==> config.mk <==
export PLATFORM = sky130hd
export DESIGN_NAME = pos_clock_front
export DESIGN_NICKNAME = d
export VERILOG_FILES = /design/src/pos_clock_front.v /design/src/pos_prescaler.v
export VERILOG_INCLUDE_DIRS = /design/src
export SDC_FILE = /design/constraint.sdc
export NUM_CORES = 1
export LEC_CHECK = 0
export ABC_CLOCK_PERIOD_IN_PS = 2200
export BUFFER_PORTS_ARGS = -buffer_cell sky130_fd_sc_hd__clkbuf_2
export CORE_MARGIN = 2
export CORE_UTILIZATION = 35
export DETAILED_ROUTE_END_ITERATION = 6
export GPL_TIMING_DRIVEN = 0
export HOLD_SLACK_MARGIN = 0.05
export PLACE_DENSITY = 0.57
export SLEW_MARGIN = 20
export SYNTH_ARGS = -nofsm -noshare
export SYNTH_HDL_FRONTEND = slang
export SYNTH_SLANG_ARGS = --single-unit
==> constraint.sdc <==
create_clock -name clk -period 2.2 [get_ports clk]
set_input_delay 0.11 -clock clk [delete_from_list [all_inputs] [get_ports clk]]
set_output_delay 0.11 -clock clk [all_outputs]
set_load 0.02 [all_outputs]
==> src/pos_map.vh <==
`ifndef POS_MAP_VH
`define POS_MAP_VH

// ---------------------------------------------------------------
// Register byte addresses
// ---------------------------------------------------------------
`define POS_ADR_DIV      8'h00
`define POS_ADR_STAT     8'h04

// ---------------------------------------------------------------
// Reset values and preload figures
// ---------------------------------------------------------------
`define POS_DIV_RESET    8'h00
`define POS_POR_PRELOAD  16'h00FF
`define POS_TIMER_WRAP   16'hFFFF
`define POS_TIMER_ZERO   16'h0000
`define POS_INST_DIV     10

// ---------------------------------------------------------------
// Oscillator selection codes {msb, mid, lsb}
// ---------------------------------------------------------------
`define POS_SEL_RC       3'h0
`define POS_SEL_RCR      3'h1
`define POS_SEL_XT_NB    3'h2
`define POS_SEL_XT_B     3'h3
`define POS_SEL_EXT_BIT  2

// ---------------------------------------------------------------
// One-hot oscillator modes
// ---------------------------------------------------------------
`define POS_MODE_RC      5'h01
`define POS_MODE_RCR     5'h02
`define POS_MODE_XT_NB   5'h04
`define POS_MODE_XT_B    5'h08
`define POS_MODE_EXT     5'h10

// ---------------------------------------------------------------
// Status register field positions
// ---------------------------------------------------------------
`define POS_ST_SEL_LO    0
`define POS_ST_SEL_HI    2
`define POS_ST_POR_BUSY  3
`define POS_ST_EXT_RST   4
`define POS_ST_POR_DONE  5
`define POS_ST_INT_RST   6

`endif

==> src/pos_clock_front.v <==
// Our own choices: the register addresses and register access over Wishbone.
`timescale 1ns/10ps
`include "pos_map.vh"

module pos_clock_front #(
   parameter INST_DIV    = `POS_INST_DIV,
   parameter TIMER_WIDTH = 16,
   parameter DIV_WIDTH   = 8
) (
   input  wire        clk,
   input  wire        rst,
   // Wishbone classic slave
   input  wire        wb_cyc_i,
   input  wire        wb_stb_i,
   input  wire        wb_we_i,
   input  wire [7:0]  wb_adr_i,
   input  wire [3:0]  wb_sel_i,
   input  wire [31:0] wb_dat_i,
   output reg  [31:0] wb_dat_o,
   output reg         wb_ack_o,
   // Supply detector and reset pin
   input  wire        supply_ok,
   input  wire        reset_pin_n,
   // Factory option bits
   input  wire        osc_select_msb,
   input  wire        osc_select_mid,
   input  wire        osc_select_lsb,
   // Oscillator output pin sensed as an input
   input  wire        osc_drive_pin_in,
   // Results
   output reg         int_reset,
   output reg  [4:0]  osc_mode,
   output reg         osc_bias_enable,
   output reg         osc_drive_enable,
   output reg         osc_input_used,
   output reg         port_g_input_bit7,
   output reg         halt_control_in,
   output reg         inst_cycle_en,
   output wire        cpu_clk_en
);

   // ---------------------------------------------------------------
   // Helpers
   // ---------------------------------------------------------------
   function [4:0] pos_decode;
      input [2:0] sel;
      begin
         if (sel[`POS_SEL_EXT_BIT])
            pos_decode = `POS_MODE_EXT;
         else
            case (sel)
               `POS_SEL_RC:    pos_decode = `POS_MODE_RC;
               `POS_SEL_RCR:   pos_decode = `POS_MODE_RCR;
               `POS_SEL_XT_NB: pos_decode = `POS_MODE_XT_NB;
               `POS_SEL_XT_B:  pos_decode = `POS_MODE_XT_B;
               default:        pos_decode = `POS_MODE_EXT;
            endcase
      end
   endfunction

   function pos_is_crystal;
      input [4:0] mode;
      begin
         pos_is_crystal = (mode == `POS_MODE_XT_NB) ||
                          (mode == `POS_MODE_XT_B);
      end
   endfunction

   // ---------------------------------------------------------------
   // Declarations
   // ---------------------------------------------------------------
   localparam [TIMER_WIDTH-1:0] TIMER_ONE = {{(TIMER_WIDTH-1){1'b0}}, 1'b1};
   localparam [3:0]             INST_ONE  = 4'h1;
   localparam [31:0]            INST_LAST_W = INST_DIV - 1;
   localparam [3:0]             INST_LAST = INST_LAST_W[3:0];

   reg  [2:0]             osc_sel;
   reg                    supply_seen;
   reg                    por_busy;
   reg                    por_done;
   reg  [TIMER_WIDTH-1:0] idle_timer;
   reg  [3:0]             inst_count;
   reg                    ext_sync1;
   reg                    ext_sync2;
   reg  [DIV_WIDTH-1:0]   cpu_clock_divider;

   reg                    next_por_busy;
   reg                    next_por_done;
   reg  [4:0]             next_mode;
   wire                   por_start;
   wire                   timer_underflow;
   wire                   ext_reset;
   wire                   wb_req;
   wire [2:0]             sel_code;

   assign sel_code  = {osc_select_msb, osc_select_mid,
                       osc_select_lsb};
   assign ext_reset = ~ext_sync2;
   // Rising edge of the detector output only
   assign por_start = supply_ok & ~supply_seen & ~por_done;
   assign timer_underflow = inst_cycle_en &
                            (idle_timer == `POS_TIMER_ZERO);
   assign wb_req = wb_cyc_i & wb_stb_i & ~wb_ack_o;

   // ---------------------------------------------------------------
   // Oscillator option decode
   // ---------------------------------------------------------------
   always @(posedge clk or posedge rst) begin
      if (rst)
         osc_sel <= `POS_SEL_RC;
      else
         osc_sel <= sel_code;
   end

   always @* begin
      next_mode = pos_decode(osc_sel);
   end

   always @(posedge clk or posedge rst) begin
      if (rst) begin
         osc_mode          <= `POS_MODE_RC;
         osc_bias_enable   <= 1'b0;
         osc_drive_enable  <= 1'b0;
         osc_input_used    <= 1'b0;
         port_g_input_bit7 <= 1'b0;
         halt_control_in   <= 1'b0;
      end else begin
         osc_mode         <= next_mode;
         osc_bias_enable  <= (next_mode == `POS_MODE_XT_B);
         osc_drive_enable <= pos_is_crystal(next_mode);
         // Internal RC leaves the input pin floating
         osc_input_used   <= (next_mode != `POS_MODE_RC);
         if (pos_is_crystal(next_mode)) begin
            port_g_input_bit7 <= 1'b0;
            halt_control_in   <= 1'b0;
         end else begin
            port_g_input_bit7 <= osc_drive_pin_in;
            halt_control_in   <= osc_drive_pin_in;
         end
      end
   end

   // ---------------------------------------------------------------
   // External reset synchroniser
   // ---------------------------------------------------------------
   // Reset during a brownout depends on the pin being driven low
   always @(posedge clk or posedge rst) begin
      if (rst) begin
         ext_sync1 <= 1'b0;
         ext_sync2 <= 1'b0;
      end else begin
         ext_sync1 <= reset_pin_n;
         ext_sync2 <= ext_sync1;
      end
   end

   // ---------------------------------------------------------------
   // Instruction cycle enable
   // ---------------------------------------------------------------
   // Restarted at power-on so the 256-cycle hold is exact
   always @(posedge clk or posedge rst) begin
      if (rst) begin
         inst_count    <= 4'h0;
         inst_cycle_en <= 1'b0;
      end else if (por_start) begin
         inst_count    <= 4'h0;
         inst_cycle_en <= 1'b0;
      end else if (inst_count == INST_LAST) begin
         inst_count    <= 4'h0;
         inst_cycle_en <= 1'b1;
      end else begin
         inst_count    <= inst_count + INST_ONE;
         inst_cycle_en <= 1'b0;
      end
   end

   // ---------------------------------------------------------------
   // Idle timer and power-on sequencer
   // ---------------------------------------------------------------
   always @* begin
      next_por_busy = por_busy;
      next_por_done = por_done;
      if (!supply_ok) begin
         // Supply lost: allow a new power-on sequence
         next_por_busy = 1'b0;
         next_por_done = 1'b0;
      end else if (por_start) begin
         next_por_busy = 1'b1;
      end else if (por_busy && timer_underflow) begin
         next_por_busy = 1'b0;
         next_por_done = 1'b1;
      end
   end

   always @(posedge clk or posedge rst) begin
      if (rst) begin
         supply_seen <= 1'b0;
         por_busy    <= 1'b0;
         por_done    <= 1'b0;
         idle_timer  <= `POS_TIMER_WRAP;
      end else begin
         supply_seen <= supply_ok;
         por_busy    <= next_por_busy;
         por_done    <= next_por_done;
         if (por_start)
            idle_timer <= `POS_POR_PRELOAD;
         else if (inst_cycle_en)
            idle_timer <= idle_timer - TIMER_ONE;
      end
   end

   // ---------------------------------------------------------------
   // Combined internal reset
   // ---------------------------------------------------------------
   // Both sources feed one flop, so they act identically
   always @(posedge clk or posedge rst) begin
      if (rst)
         int_reset <= 1'b1;
      else
         int_reset <= next_por_busy | ext_reset;
   end

   // ---------------------------------------------------------------
   // Register file
   // ---------------------------------------------------------------
   // Only the divider is cleared; no RAM state lives here
   always @(posedge clk or posedge rst) begin
      if (rst)
         cpu_clock_divider <= `POS_DIV_RESET;
      else if (int_reset)
         cpu_clock_divider <= `POS_DIV_RESET;
      else if (wb_req && wb_we_i && wb_sel_i[0] &&
               (wb_adr_i == `POS_ADR_DIV))
         cpu_clock_divider <= wb_dat_i[DIV_WIDTH-1:0];
   end

   // ---------------------------------------------------------------
   // Wishbone answer
   // ---------------------------------------------------------------
   always @(posedge clk or posedge rst) begin
      if (rst) begin
         wb_ack_o <= 1'b0;
         wb_dat_o <= 32'h00000000;
      end else begin
         wb_ack_o <= wb_req;
         wb_dat_o <= 32'h00000000;
         if (wb_req && !wb_we_i) begin
            case (wb_adr_i)
               `POS_ADR_DIV:
                  wb_dat_o[DIV_WIDTH-1:0] <= cpu_clock_divider;
               `POS_ADR_STAT: begin
                  wb_dat_o[`POS_ST_SEL_HI:`POS_ST_SEL_LO] <= osc_sel;
                  wb_dat_o[`POS_ST_POR_BUSY] <= por_busy;
                  wb_dat_o[`POS_ST_EXT_RST]  <= ext_reset;
                  wb_dat_o[`POS_ST_POR_DONE] <= por_done;
                  wb_dat_o[`POS_ST_INT_RST]  <= int_reset;
               end
               default:
                  wb_dat_o <= 32'h00000000;
            endcase
         end
      end
   end

   // ---------------------------------------------------------------
   // CPU clock prescaler
   // ---------------------------------------------------------------
   pos_prescaler #(
      .WIDTH     (DIV_WIDTH)
   ) u_prescaler (
      .clk       (clk),
      .rst       (rst),
      .clr       (int_reset),
      .div_value (cpu_clock_divider),
      .tick      (cpu_clk_en)
   );

endmodule

==> src/pos_prescaler.v <==
`timescale 1ns/10ps

module pos_prescaler #(
   parameter WIDTH = 8
) (
   input  wire             clk,
   input  wire             rst,
   input  wire             clr,
   input  wire [WIDTH-1:0] div_value,
   output reg              tick
);

   reg [WIDTH-1:0] count;

   // ---------------------------------------------------------------
   // Down counter, reloaded only when a period ends
   // ---------------------------------------------------------------
   always @(posedge clk or posedge rst) begin
      if (rst) begin
         count <= {WIDTH{1'b0}};
         tick  <= 1'b0;
      end else if (clr) begin
         count <= {WIDTH{1'b0}};
         tick  <= 1'b0;
      end else if (count == {WIDTH{1'b0}}) begin
         // New ratio taken here only: no shortened period
         count <= div_value;
         tick  <= 1'b1;
      end else begin
         count <= count - {{(WIDTH-1){1'b0}}, 1'b1};
         tick  <= 1'b0;
      end
   end

endmodule

==> results of run 1 <==
## cell families after synthesis
logic type,Yosys count,synth area share [%]
xor+xnor,14,4.179
fa+ha+maj,6,2.559
compound gates,43,10.41
flops,65,56.20
buf+inv,41,8.444
mux,2,0.7249
other cells,1,0.1278
simple gates,93,17.36
## worst max path at each step
stage / startpoint / to / slack (ns) / cells past startpoint
after global placement: rst / u_prescaler.count[7] / -0.34 / 2
after floorplan: inst_cycle_en / idle_timer[13] / 0.23 / 4
after detailed placement: wb_adr_i[5] / cpu_clock_divider[1] / 0.07 / 5
final: inst_cycle_en / idle_timer[13] / 0.17 / 4
after global routing: inst_cycle_en / idle_timer[13] / 0.08 / 4
after CTS: inst_cycle_en / idle_timer[13] / 0.17 / 4
## area by class of cell
cell class	instances	area, um^2	area share (%)
flip-flops and latches	65	1649	43.31
multi-input cells	182	1135	29.81
repair buffers	65	422.9	11.11
plain buffers	30	206.4	5.422
well taps	105	131.4	3.451
clock buffers	10	127.6	3.352
clock inverters	6	91.34	2.399
inverters	11	43.79	1.150
## sequential cells by signal, summed over array words and instances (netlist names), 3 cells and up
name,flops
u_prescaler.count,8
idle_timer,16
inst_count,4
osc_mode,5
osc_sel,3
cpu_clock_divider,8
wb_dat_o,8
## repair_timing
action	in CTS	in global routing
resized for setup	0	1
setup endpoints to repair	0	1
hold endpoints to repair	76	0
hold buffers	15	0
## cells in the final DEF, fill, tap and decap left out, types with 9 or more instances in the layout
master         synthesis  final
dfrtp_1               47     47
clkbuf_2               0     49
inv_1                 11     10
dfstp_2               18     18
xnor2_1               10     10
buf_4                 25     25
clkbuf_8               0      9
conb_1                 1     24
nand2_1               15     15
nor2_1                27     27
dlygate4sd3_1          0     15
or3_1                  9      9
## power by group through the flow
stage,sequential [mW],combinational [mW],clock [mW]
6_report,1.40,0.826,1.11
5_1_grt,1.41,0.931,1.21
4_1_cts,1.40,0.833,1.15
3_5_place_dp,1.42,0.801,0
3_3_place_gp,1.42,0.789,0
2_1_floorplan,1.42,0.618,0
## metal layers
metal / track usage, % / vias up / part of all wire [%]
met3: 5.375 / 4 / 7.2
met5: 0 / - / 0
met4: 4.524 / 0 / 1.0
li1: - / 1081 / -
met1: 16.18 / 1049 / 44
met2: 22.32 / 69 / 48
## metrics by stage
| step | cells | power [mW] | hold WS [ns] | setup WS, ns | instance area (um^2) |
|---|---|---|---|---|---|
| after floorplan | 288 | 2.039 | 0.1414 | 0.2336 | 3020 |
| after global placement | 442 | 2.204 | 0.2211 | -0.3445 | 3397 |
| after detailed placement | 443 | 2.219 | 0.07931 | 0.06547 | 3427 |
| after CTS | 474 | 3.377 | 0.08467 | 0.1675 | 3796 |
| after global routing | 474 | 3.547 | 0.08428 | 0.08061 | 3807 |
| final | 474 | 3.330 | 0.1066 | 0.1709 | 3807 |
## worst max-delay path, cell delays in order (launching register included)
cell and delay [ns]:
dfrtp_1 0.45, or3b_1 0.49, or3_4 0.44, or4_1 0.41, a21oi_1 0.17
==> impl_metrics.xml, run 1 <==
<?xml version="1.0" encoding="UTF-8"?>
<metrics>
  <group name="synthesis">
    <metric name="synth_common_cells" unit="">47 x dfrtp_1, 27 x nor2_1, 25 x buf_4, 18 x dfstp_2, 15 x nand2_1</metric>
    <metric name="syn-mean-instance-area" unit="um^2">11.07</metric>
    <metric name="yosysSeqAreaShare" unit="%">56.20</metric>
    <metric name="synth_cell_types" unit="">44</metric>
    <metric name="synthesis.instances" unit="">265</metric>
    <metric name="ys.warnings.count" unit="">0</metric>
    <metric name="yosysTopAreaCellShare" unit="%">40.09</metric>
    <metric name="synth_enable_flop_cells" unit="">0</metric>
    <metric name="post_synth_main_area_contributors" unit="">dfrtp_1 40%, dfstp_2 16%, buf_4 6.4%, nor2_1 3.5%, xnor2_1 3.0%</metric>
    <metric name="post_synth_instance_area" unit="mm^2">0.002934</metric>
    <metric name="synth_most_common_cell" unit="">dfrtp_1</metric>
    <metric name="asyncSetResetFlopFracSynth" unit="%">100.0</metric>
    <metric name="synth_area_leader_cell" unit="">dfrtp_1</metric>
    <metric name="number_of_storage_elements_in_the_synthesis_netlist" unit="">65</metric>
    <metric name="ys_dominant_reg_cell" unit="">dfrtp_1</metric>
  </group>
  <group name="detailed_routing">
    <metric name="routedWlPerCell" unit="um">12.30</metric>
    <metric name="drc" unit="">0</metric>
    <metric name="via_count" unit="">2203</metric>
    <metric name="post_drt_via_cell_ratio" unit="">4.648</metric>
    <metric name="detail-route-antenna-nets" unit="">0</metric>
    <metric name="drtIter0Drc" unit="">78</metric>
    <metric name="postRouteWirelength" unit="mm">5.831</metric>
    <metric name="drt_first_pass_iters" unit="">4</metric>
  </group>
  <group name="floorplan">
    <metric name="die-height" unit="um">95.56</metric>
    <metric name="die_extent_in_x" unit="um">95.56</metric>
    <metric name="core_box_area" unit="mm^2">0.008175</metric>
    <metric name="die_area" unit="mm^2">0.009132</metric>
    <metric name="top_level_ports" unit="">101</metric>
    <metric name="placement_rows" unit="">33</metric>
    <metric name="initial_core_util" unit="%">35.89</metric>
  </group>
  <group name="critical_path">
    <metric name="critical_path_at" unit="ns">2.29</metric>
    <metric name="rrSetupSlack" unit="ns">0.17</metric>
    <metric name="timing.rr.end" unit="">idle_timer[13]</metric>
    <metric name="r2r-start" unit="">inst_cycle_en</metric>
    <metric name="r2r.worst_path.cells" unit="">4</metric>
    <metric name="crit_path_start_kind" unit="">flip-flop</metric>
    <metric name="critPathKind" unit="">reg2reg</metric>
    <metric name="worstPathRequired" unit="ns">2.46</metric>
    <metric name="cp_max_fo" unit="">7</metric>
    <metric name="crit_path_end_kind" unit="">flip-flop</metric>
  </group>
  <group name="min_path">
    <metric name="worst_hold_path.num_cells" unit="">2</metric>
    <metric name="worstHoldPathType" unit="">in2reg</metric>
    <metric name="whs_endpoint" unit="">wb_dat_o[7]</metric>
    <metric name="min_from" unit="">wb_we_i</metric>
  </group>
  <group name="run_status">
    <metric name="run_status" unit="">finished, final reports clean</metric>
  </group>
  <group name="sta">
    <metric name="period_share" unit="%">92.23</metric>
    <metric name="grt_setup_unrepaired" unit="">false</metric>
    <metric name="final_max_slew_viol_count" unit="">0</metric>
    <metric name="fin_crit" unit="ns">2.029</metric>
    <metric name="tightest_slew" unit="ns">0.8329</metric>
    <metric name="worst_slew_margin_rel" unit="%">44.05</metric>
    <metric name="final-hold-violation-count" unit="">0</metric>
    <metric name="skew" unit="ns">0.005891</metric>
    <metric name="setup-tns-final" unit="ns">0</metric>
    <metric name="clock.fmax" unit="MHz">492.8</metric>
    <metric name="finalSetupViolations" unit="">0</metric>
  </group>
  <group name="cts">
    <metric name="cts.root.buffer_cell" unit="">clkbuf_8</metric>
    <metric name="tritoncts" unit="">yes</metric>
    <metric name="postCtsSetupBuffers" unit="">0</metric>
    <metric name="cts.sinks" unit="">65</metric>
    <metric name="htreeDepth" unit="">3</metric>
    <metric name="clk-insertion-delay-late" unit="ns">0.33</metric>
    <metric name="path_clk_slew" unit="ns">0.08</metric>
    <metric name="cts_buffers" unit="">9</metric>
    <metric name="cts.path.max_buffers" unit="">2</metric>
  </group>
  <group name="cells_and_area">
    <metric name="nFillCells" unit="">817</metric>
    <metric name="final_layout_size_suffix_gt1_share" unit="%">31.98</metric>
    <metric name="antennaDiodeCount" unit="">0</metric>
    <metric name="finish.utilization" unit="%">46.57</metric>
    <metric name="num-nets-final" unit="">425</metric>
    <metric name="area.growth.synth_to_final" unit="%">29.77</metric>
  </group>
  <group name="global_route">
    <metric name="global_route.usage.total" unit="%">13.57</metric>
    <metric name="number_of_antenna_violations_at_the_first_check_in_global_routing" unit="">0</metric>
    <metric name="overflow" unit="">0</metric>
    <metric name="grt_pass1_wl" unit="mm">9.411</metric>
    <metric name="grt_start_max_net_pins" unit="">46</metric>
    <metric name="first_global_vias" unit="">2000</metric>
  </group>
  <group name="placement">
    <metric name="detailed_place_hpwl" unit="mm">4.130</metric>
    <metric name="port_buffers" unit="">49</metric>
    <metric name="gp_routability_congestion" unit="">0.7630</metric>
  </group>
  <group name="pwr">
    <metric name="part_of_the_power_in_registers" unit="%">42.0</metric>
    <metric name="share_comb_of_total_power" unit="%">24.8</metric>
    <metric name="max_vdd_drop" unit="uV">412.1</metric>
    <metric name="internal-power" unit="mW">2.302</metric>
    <metric name="power_switching_share" unit="%">30.87</metric>
    <metric name="leakage_power" unit="nW">1.776</metric>
    <metric name="power_switching" unit="mW">1.028</metric>
    <metric name="share_clk_of_total_power" unit="%">33.2</metric>
    <metric name="power.density_cell_area" unit="mW/mm^2">874.7</metric>
  </group>
  <group name="flow_run">
    <metric name="maxCapViolCount" unit="">0</metric>
  </group>
</metrics>
Power figures use the tool's default switching activity.
==> run 2: changes to the inputs <==
--- a/config.mk
+++ b/config.mk
@@ -6,6 +6,7 @@
 export SDC_FILE = /design/constraint.sdc
 export NUM_CORES = 1
 export LEC_CHECK = 0
+export ABC_AREA = 1
 export ABC_CLOCK_PERIOD_IN_PS = 2200
 export BUFFER_PORTS_ARGS = -buffer_cell sky130_fd_sc_hd__clkbuf_2
 export CORE_MARGIN = 2
@@ -13,7 +14,8 @@
 export DETAILED_ROUTE_END_ITERATION = 6
 export GPL_TIMING_DRIVEN = 0
 export HOLD_SLACK_MARGIN = 0.05
-export PLACE_DENSITY = 0.57
+export PLACE_DENSITY = 0.56
+export SETUP_SLACK_MARGIN = 0.3
 export SLEW_MARGIN = 20
 export SYNTH_ARGS = -nofsm -noshare
 export SYNTH_HDL_FRONTEND = slang
==> run 2 against run 1 <==
Compared with the run above:
- worst hold slack worse by 0.042 ns
- critical path depth up 6
- register-to-register slack better by 0.60 ns
- non-clock buffer count up 4
- routed wire length up 14%
- die area up 9.6%
- clock power down 6%
- combinational power up 9.6%
- clock-buffer cell count unchanged
- core utilization down 1.8 points
- via count up 16%
==> impl_metrics.xml, run 2 <==
<?xml version="1.0" encoding="UTF-8"?>
<metrics>
  <group name="run_status">
    <metric name="run_status" unit="">finished, final reports clean</metric>
  </group>
  <group name="detailed_routing">
    <metric name="detail-route-antenna-nets" unit="">0</metric>
    <metric name="post_drt_via_cell_ratio" unit="">4.407</metric>
    <metric name="via_count" unit="">2565</metric>
    <metric name="postRouteWirelength" unit="mm">6.627</metric>
    <metric name="drc" unit="">0</metric>
    <metric name="drt_first_pass_iters" unit="">4</metric>
    <metric name="drtIter0Drc" unit="">97</metric>
    <metric name="routedWlPerCell" unit="um">11.39</metric>
  </group>
  <group name="critical_path">
    <metric name="r2r.worst_path.cells" unit="">10</metric>
    <metric name="cp_slowest_stage_delay" unit="ns">0.36</metric>
    <metric name="timing.critical_path.cells" unit="">inv_1, ha_1, nand2_2, nor2_4, inv_2, nor2_2, nand3_1, nand2_1, nand2_1, nor2_1</metric>
    <metric name="cp_slowest_cell" unit="">dfstp_2</metric>
    <metric name="worstPathRequired" unit="ns">2.48</metric>
    <metric name="critPathMostFrequentCell" unit="">nand2_1</metric>
    <metric name="rrSetupSlack" unit="ns">0.77</metric>
    <metric name="critical_path_at" unit="ns">1.71</metric>
    <metric name="crit_path_end_kind" unit="">flip-flop</metric>
    <metric name="critPathKind" unit="">reg2reg</metric>
    <metric name="worst-path-buf-inv" unit="">2</metric>
    <metric name="crit_family" unit="">simple AND/OR/NAND/NOR gates</metric>
    <metric name="crit_path_start_kind" unit="">flip-flop</metric>
    <metric name="timing.rr.end" unit="">idle_timer[8]</metric>
    <metric name="r2r-start" unit="">idle_timer[0]</metric>
    <metric name="cp_max_fo" unit="">6</metric>
  </group>
  <group name="min_path">
    <metric name="worstHoldPathType" unit="">in2reg</metric>
    <metric name="whs_endpoint" unit="">wb_ack_o</metric>
    <metric name="worst_hold_path.num_cells" unit="">3</metric>
    <metric name="min_from" unit="">wb_cyc_i</metric>
  </group>
  <group name="pwr">
    <metric name="part_of_the_power_in_registers" unit="%">42.1</metric>
    <metric name="power_switching" unit="mW">1.115</metric>
    <metric name="power_switching_share" unit="%">33.19</metric>
    <metric name="share_comb_of_total_power" unit="%">26.9</metric>
    <metric name="power.density_cell_area" unit="mW/mm^2">823.1</metric>
    <metric name="total_chip_power" unit="mW">3.361</metric>
    <metric name="share_clk_of_total_power" unit="%">31.0</metric>
    <metric name="max_vdd_drop" unit="uV">316.8</metric>
    <metric name="leakage_power" unit="nW">2.077</metric>
    <metric name="internal-power" unit="mW">2.245</metric>
  </group>
  <group name="cells_and_area">
    <metric name="instances_no_fill" unit="">582</metric>
    <metric name="layout.cells.most_common" unit="">nand2_1</metric>
    <metric name="register_with_the_most_flip_flops" unit="">idle_timer</metric>
    <metric name="final_cell_mix" unit="">51 x nand2_1, 49 x clkbuf_2, 47 x dfrtp_1</metric>
    <metric name="area.growth.synth_to_final" unit="%">26.47</metric>
    <metric name="antennaDiodeCount" unit="">0</metric>
    <metric name="nFillCells" unit="">914</metric>
    <metric name="finish.utilization" unit="%">44.82</metric>
    <metric name="num-nets-final" unit="">527</metric>
    <metric name="final_layout_size_suffix_gt1_share" unit="%">29.94</metric>
    <metric name="largest_reg_flops" unit="">16</metric>
  </group>
  <group name="cts">
    <metric name="postCtsSetupBuffers" unit="">0</metric>
    <metric name="tritoncts" unit="">yes</metric>
    <metric name="cts.sinks" unit="">65</metric>
    <metric name="cts.path.max_buffers" unit="">2</metric>
    <metric name="htreeDepth" unit="">3</metric>
    <metric name="cts_buffers" unit="">9</metric>
    <metric name="ctsHoldBuffers" unit="">15</metric>
    <metric name="clk-insertion-delay-late" unit="ns">0.34</metric>
    <metric name="postCtsResizedCells" unit="">0</metric>
    <metric name="cts.root.buffer_cell" unit="">clkbuf_8</metric>
    <metric name="path_clk_slew" unit="ns">0.08</metric>
  </group>
  <group name="synthesis">
    <metric name="yosysSeqAreaShare" unit="%">51.09</metric>
    <metric name="synthesis.instances" unit="">367</metric>
    <metric name="synth_common_cells" unit="">51 x nand2_1, 47 x dfrtp_1, 44 x nor2_1, 40 x inv_1, 32 x nand3_1</metric>
    <metric name="syn-mean-instance-area" unit="um^2">8.796</metric>
    <metric name="synth_cell_types" unit="">35</metric>
    <metric name="number_of_storage_elements_in_the_synthesis_netlist" unit="">65</metric>
    <metric name="post_synth_main_area_contributors" unit="">dfrtp_1 36%, dfstp_2 15%, nand2_1 5.9%, buf_4 5.8%, nor2_1 5.1%</metric>
    <metric name="asyncSetResetFlopFracSynth" unit="%">100.0</metric>
    <metric name="synth_enable_flop_cells" unit="">0</metric>
    <metric name="ys.warnings.count" unit="">0</metric>
    <metric name="synth_area_leader_cell" unit="">dfrtp_1</metric>
    <metric name="ys_dominant_reg_cell" unit="">dfrtp_1</metric>
    <metric name="yosysTopAreaCellShare" unit="%">36.43</metric>
    <metric name="post_synth_instance_area" unit="mm^2">0.003228</metric>
    <metric name="synth_most_common_cell" unit="">nand2_1</metric>
  </group>
  <group name="placement">
    <metric name="detailed_place_hpwl" unit="mm">4.800</metric>
    <metric name="port_buffers" unit="">49</metric>
    <metric name="place.detailed.instances" unit="">551</metric>
    <metric name="gp_routability_congestion" unit="">0.7996</metric>
  </group>
  <group name="global_route">
    <metric name="use_met2" unit="%">22.71</metric>
    <metric name="number_of_antenna_violations_at_the_first_check_in_global_routing" unit="">0</metric>
    <metric name="global_route.usage.total" unit="%">13.92</metric>
    <metric name="grt_pass1_wl" unit="mm">10.92</metric>
    <metric name="grt_start_max_net_pins" unit="">50</metric>
    <metric name="grtUsageMet1" unit="%">17.68</metric>
    <metric name="overflow" unit="">0</metric>
    <metric name="gr-usage-met3" unit="%">3.621</metric>
    <metric name="first_global_vias" unit="">2390</metric>
    <metric name="grt_busiest_layer" unit="">met2</metric>
  </group>
  <group name="sta">
    <metric name="fin_crit" unit="ns">1.431</metric>
    <metric name="final-hold-violation-count" unit="">0</metric>
    <metric name="period_share" unit="%">65.05</metric>
    <metric name="finalSetupViolations" unit="">0</metric>
    <metric name="skew" unit="ns">0.01054</metric>
    <metric name="grt_setup_unrepaired" unit="">false</metric>
    <metric name="clock.fmax" unit="MHz">698.8</metric>
    <metric name="hold_ws" unit="ns">0.06422</metric>
    <metric name="final_max_slew_viol_count" unit="">0</metric>
    <metric name="setup-tns-final" unit="ns">0</metric>
  </group>
  <group name="floorplan">
    <metric name="die_area" unit="mm^2">0.01001</metric>
    <metric name="die_extent_in_x" unit="um">100.0</metric>
    <metric name="placement_rows" unit="">35</metric>
    <metric name="initial_core_util" unit="%">35.44</metric>
    <metric name="top_level_ports" unit="">101</metric>
    <metric name="die-height" unit="um">100.0</metric>
    <metric name="core_box_area" unit="mm^2">0.009109</metric>
  </group>
  <group name="flow_run">
    <metric name="maxCapViolCount" unit="">0</metric>
  </group>
</metrics>
[run 2: cell count changes after synthesis, moves of 8 or more]
cell	delta
nand2_1	+36
inv_1	+29
nand3_1	+26
nor2_1	+17
nand4_1	+11
a21oi_1	+9
or3_1	-9
a22o_1	-8
o21ai_0	+8
xnor2_1	-8
[run 2: cell families after synthesis]
kind of cell	Yosys count	synth area share, %
compound gates	41	6.899
xor+xnor	5	1.357
fa+ha+maj	6	2.326
buf+inv	79	12.67
flops	65	51.09
other cells	1	0.1162
simple gates	170	25.54
[run 2: metrics by stage]
step / setup WS (ns) / instance area (um^2)
2_1_floorplan: 0.4933 / 3314
3_3_place_gp: -0.3515 / 3699
3_5_place_dp: 0.7493 / 3729
4_1_cts: 0.7420 / 4083
5_1_grt: 0.6376 / 4083
6_report: 0.7690 / 4083
[run 2: area by class of cell]
type | count | area, um^2 | area share (%)
plain buffers | 34 | 240.2 | 5.884
clock buffers | 10 | 137.6 | 3.371
inverters | 45 | 171.4 | 4.199
multi-input cells | 246 | 1256 | 30.77
flip-flops and latches | 65 | 1649 | 40.39
well taps | 111 | 138.9 | 3.402
repair buffers | 65 | 422.9 | 10.36
clock inverters | 6 | 66.31 | 1.624
[run 2: worst register-to-register path: stages (launching register included)]
cell	delay, ns
dfstp_2	0.36
inv_1	0.15
ha_1	0.19
nand2_2	0.07
nor2_4	0.12
inv_2	0.06
nor2_2	0.12
nand3_1	0.11
nand2_1	0.08
nand2_1	0.04
nor2_1	0.09
[run 2: power groups by stage]
| stage | Combinational (mW) | Sequential (mW) | Clock [mW] |
|---|---|---|---|
| final | 0.905 | 1.41 | 1.04 |
| after global routing | 1.04 | 1.43 | 1.12 |
| after CTS | 0.913 | 1.42 | 1.07 |
| after detailed placement | 0.888 | 1.44 | 0 |
| after global placement | 0.868 | 1.43 | 0 |
| after floorplan | 0.687 | 1.44 | 0 |
[run 2: worst max path at each step]
stage	startpoint	end	slack, ns	depth (start not counted)
finish	idle_timer[0]	idle_timer[8]	0.77	10
global route	idle_timer[0]	idle_timer[8]	0.64	10
CTS	idle_timer[0]	idle_timer[8]	0.74	10
detailed placement	idle_timer[0]	idle_timer[8]	0.75	10
global placement	rst	u_prescaler.count[6]	-0.35	2
floorplan	rst	cpu_clock_divider[0]	0.49	1
[run 2: routing by layer]
layer,up-vias,routed length (um)
met3,13,299
li1,1326,-
met1,1166,3085
met4,0,125
met5,-,0
met2,60,3117
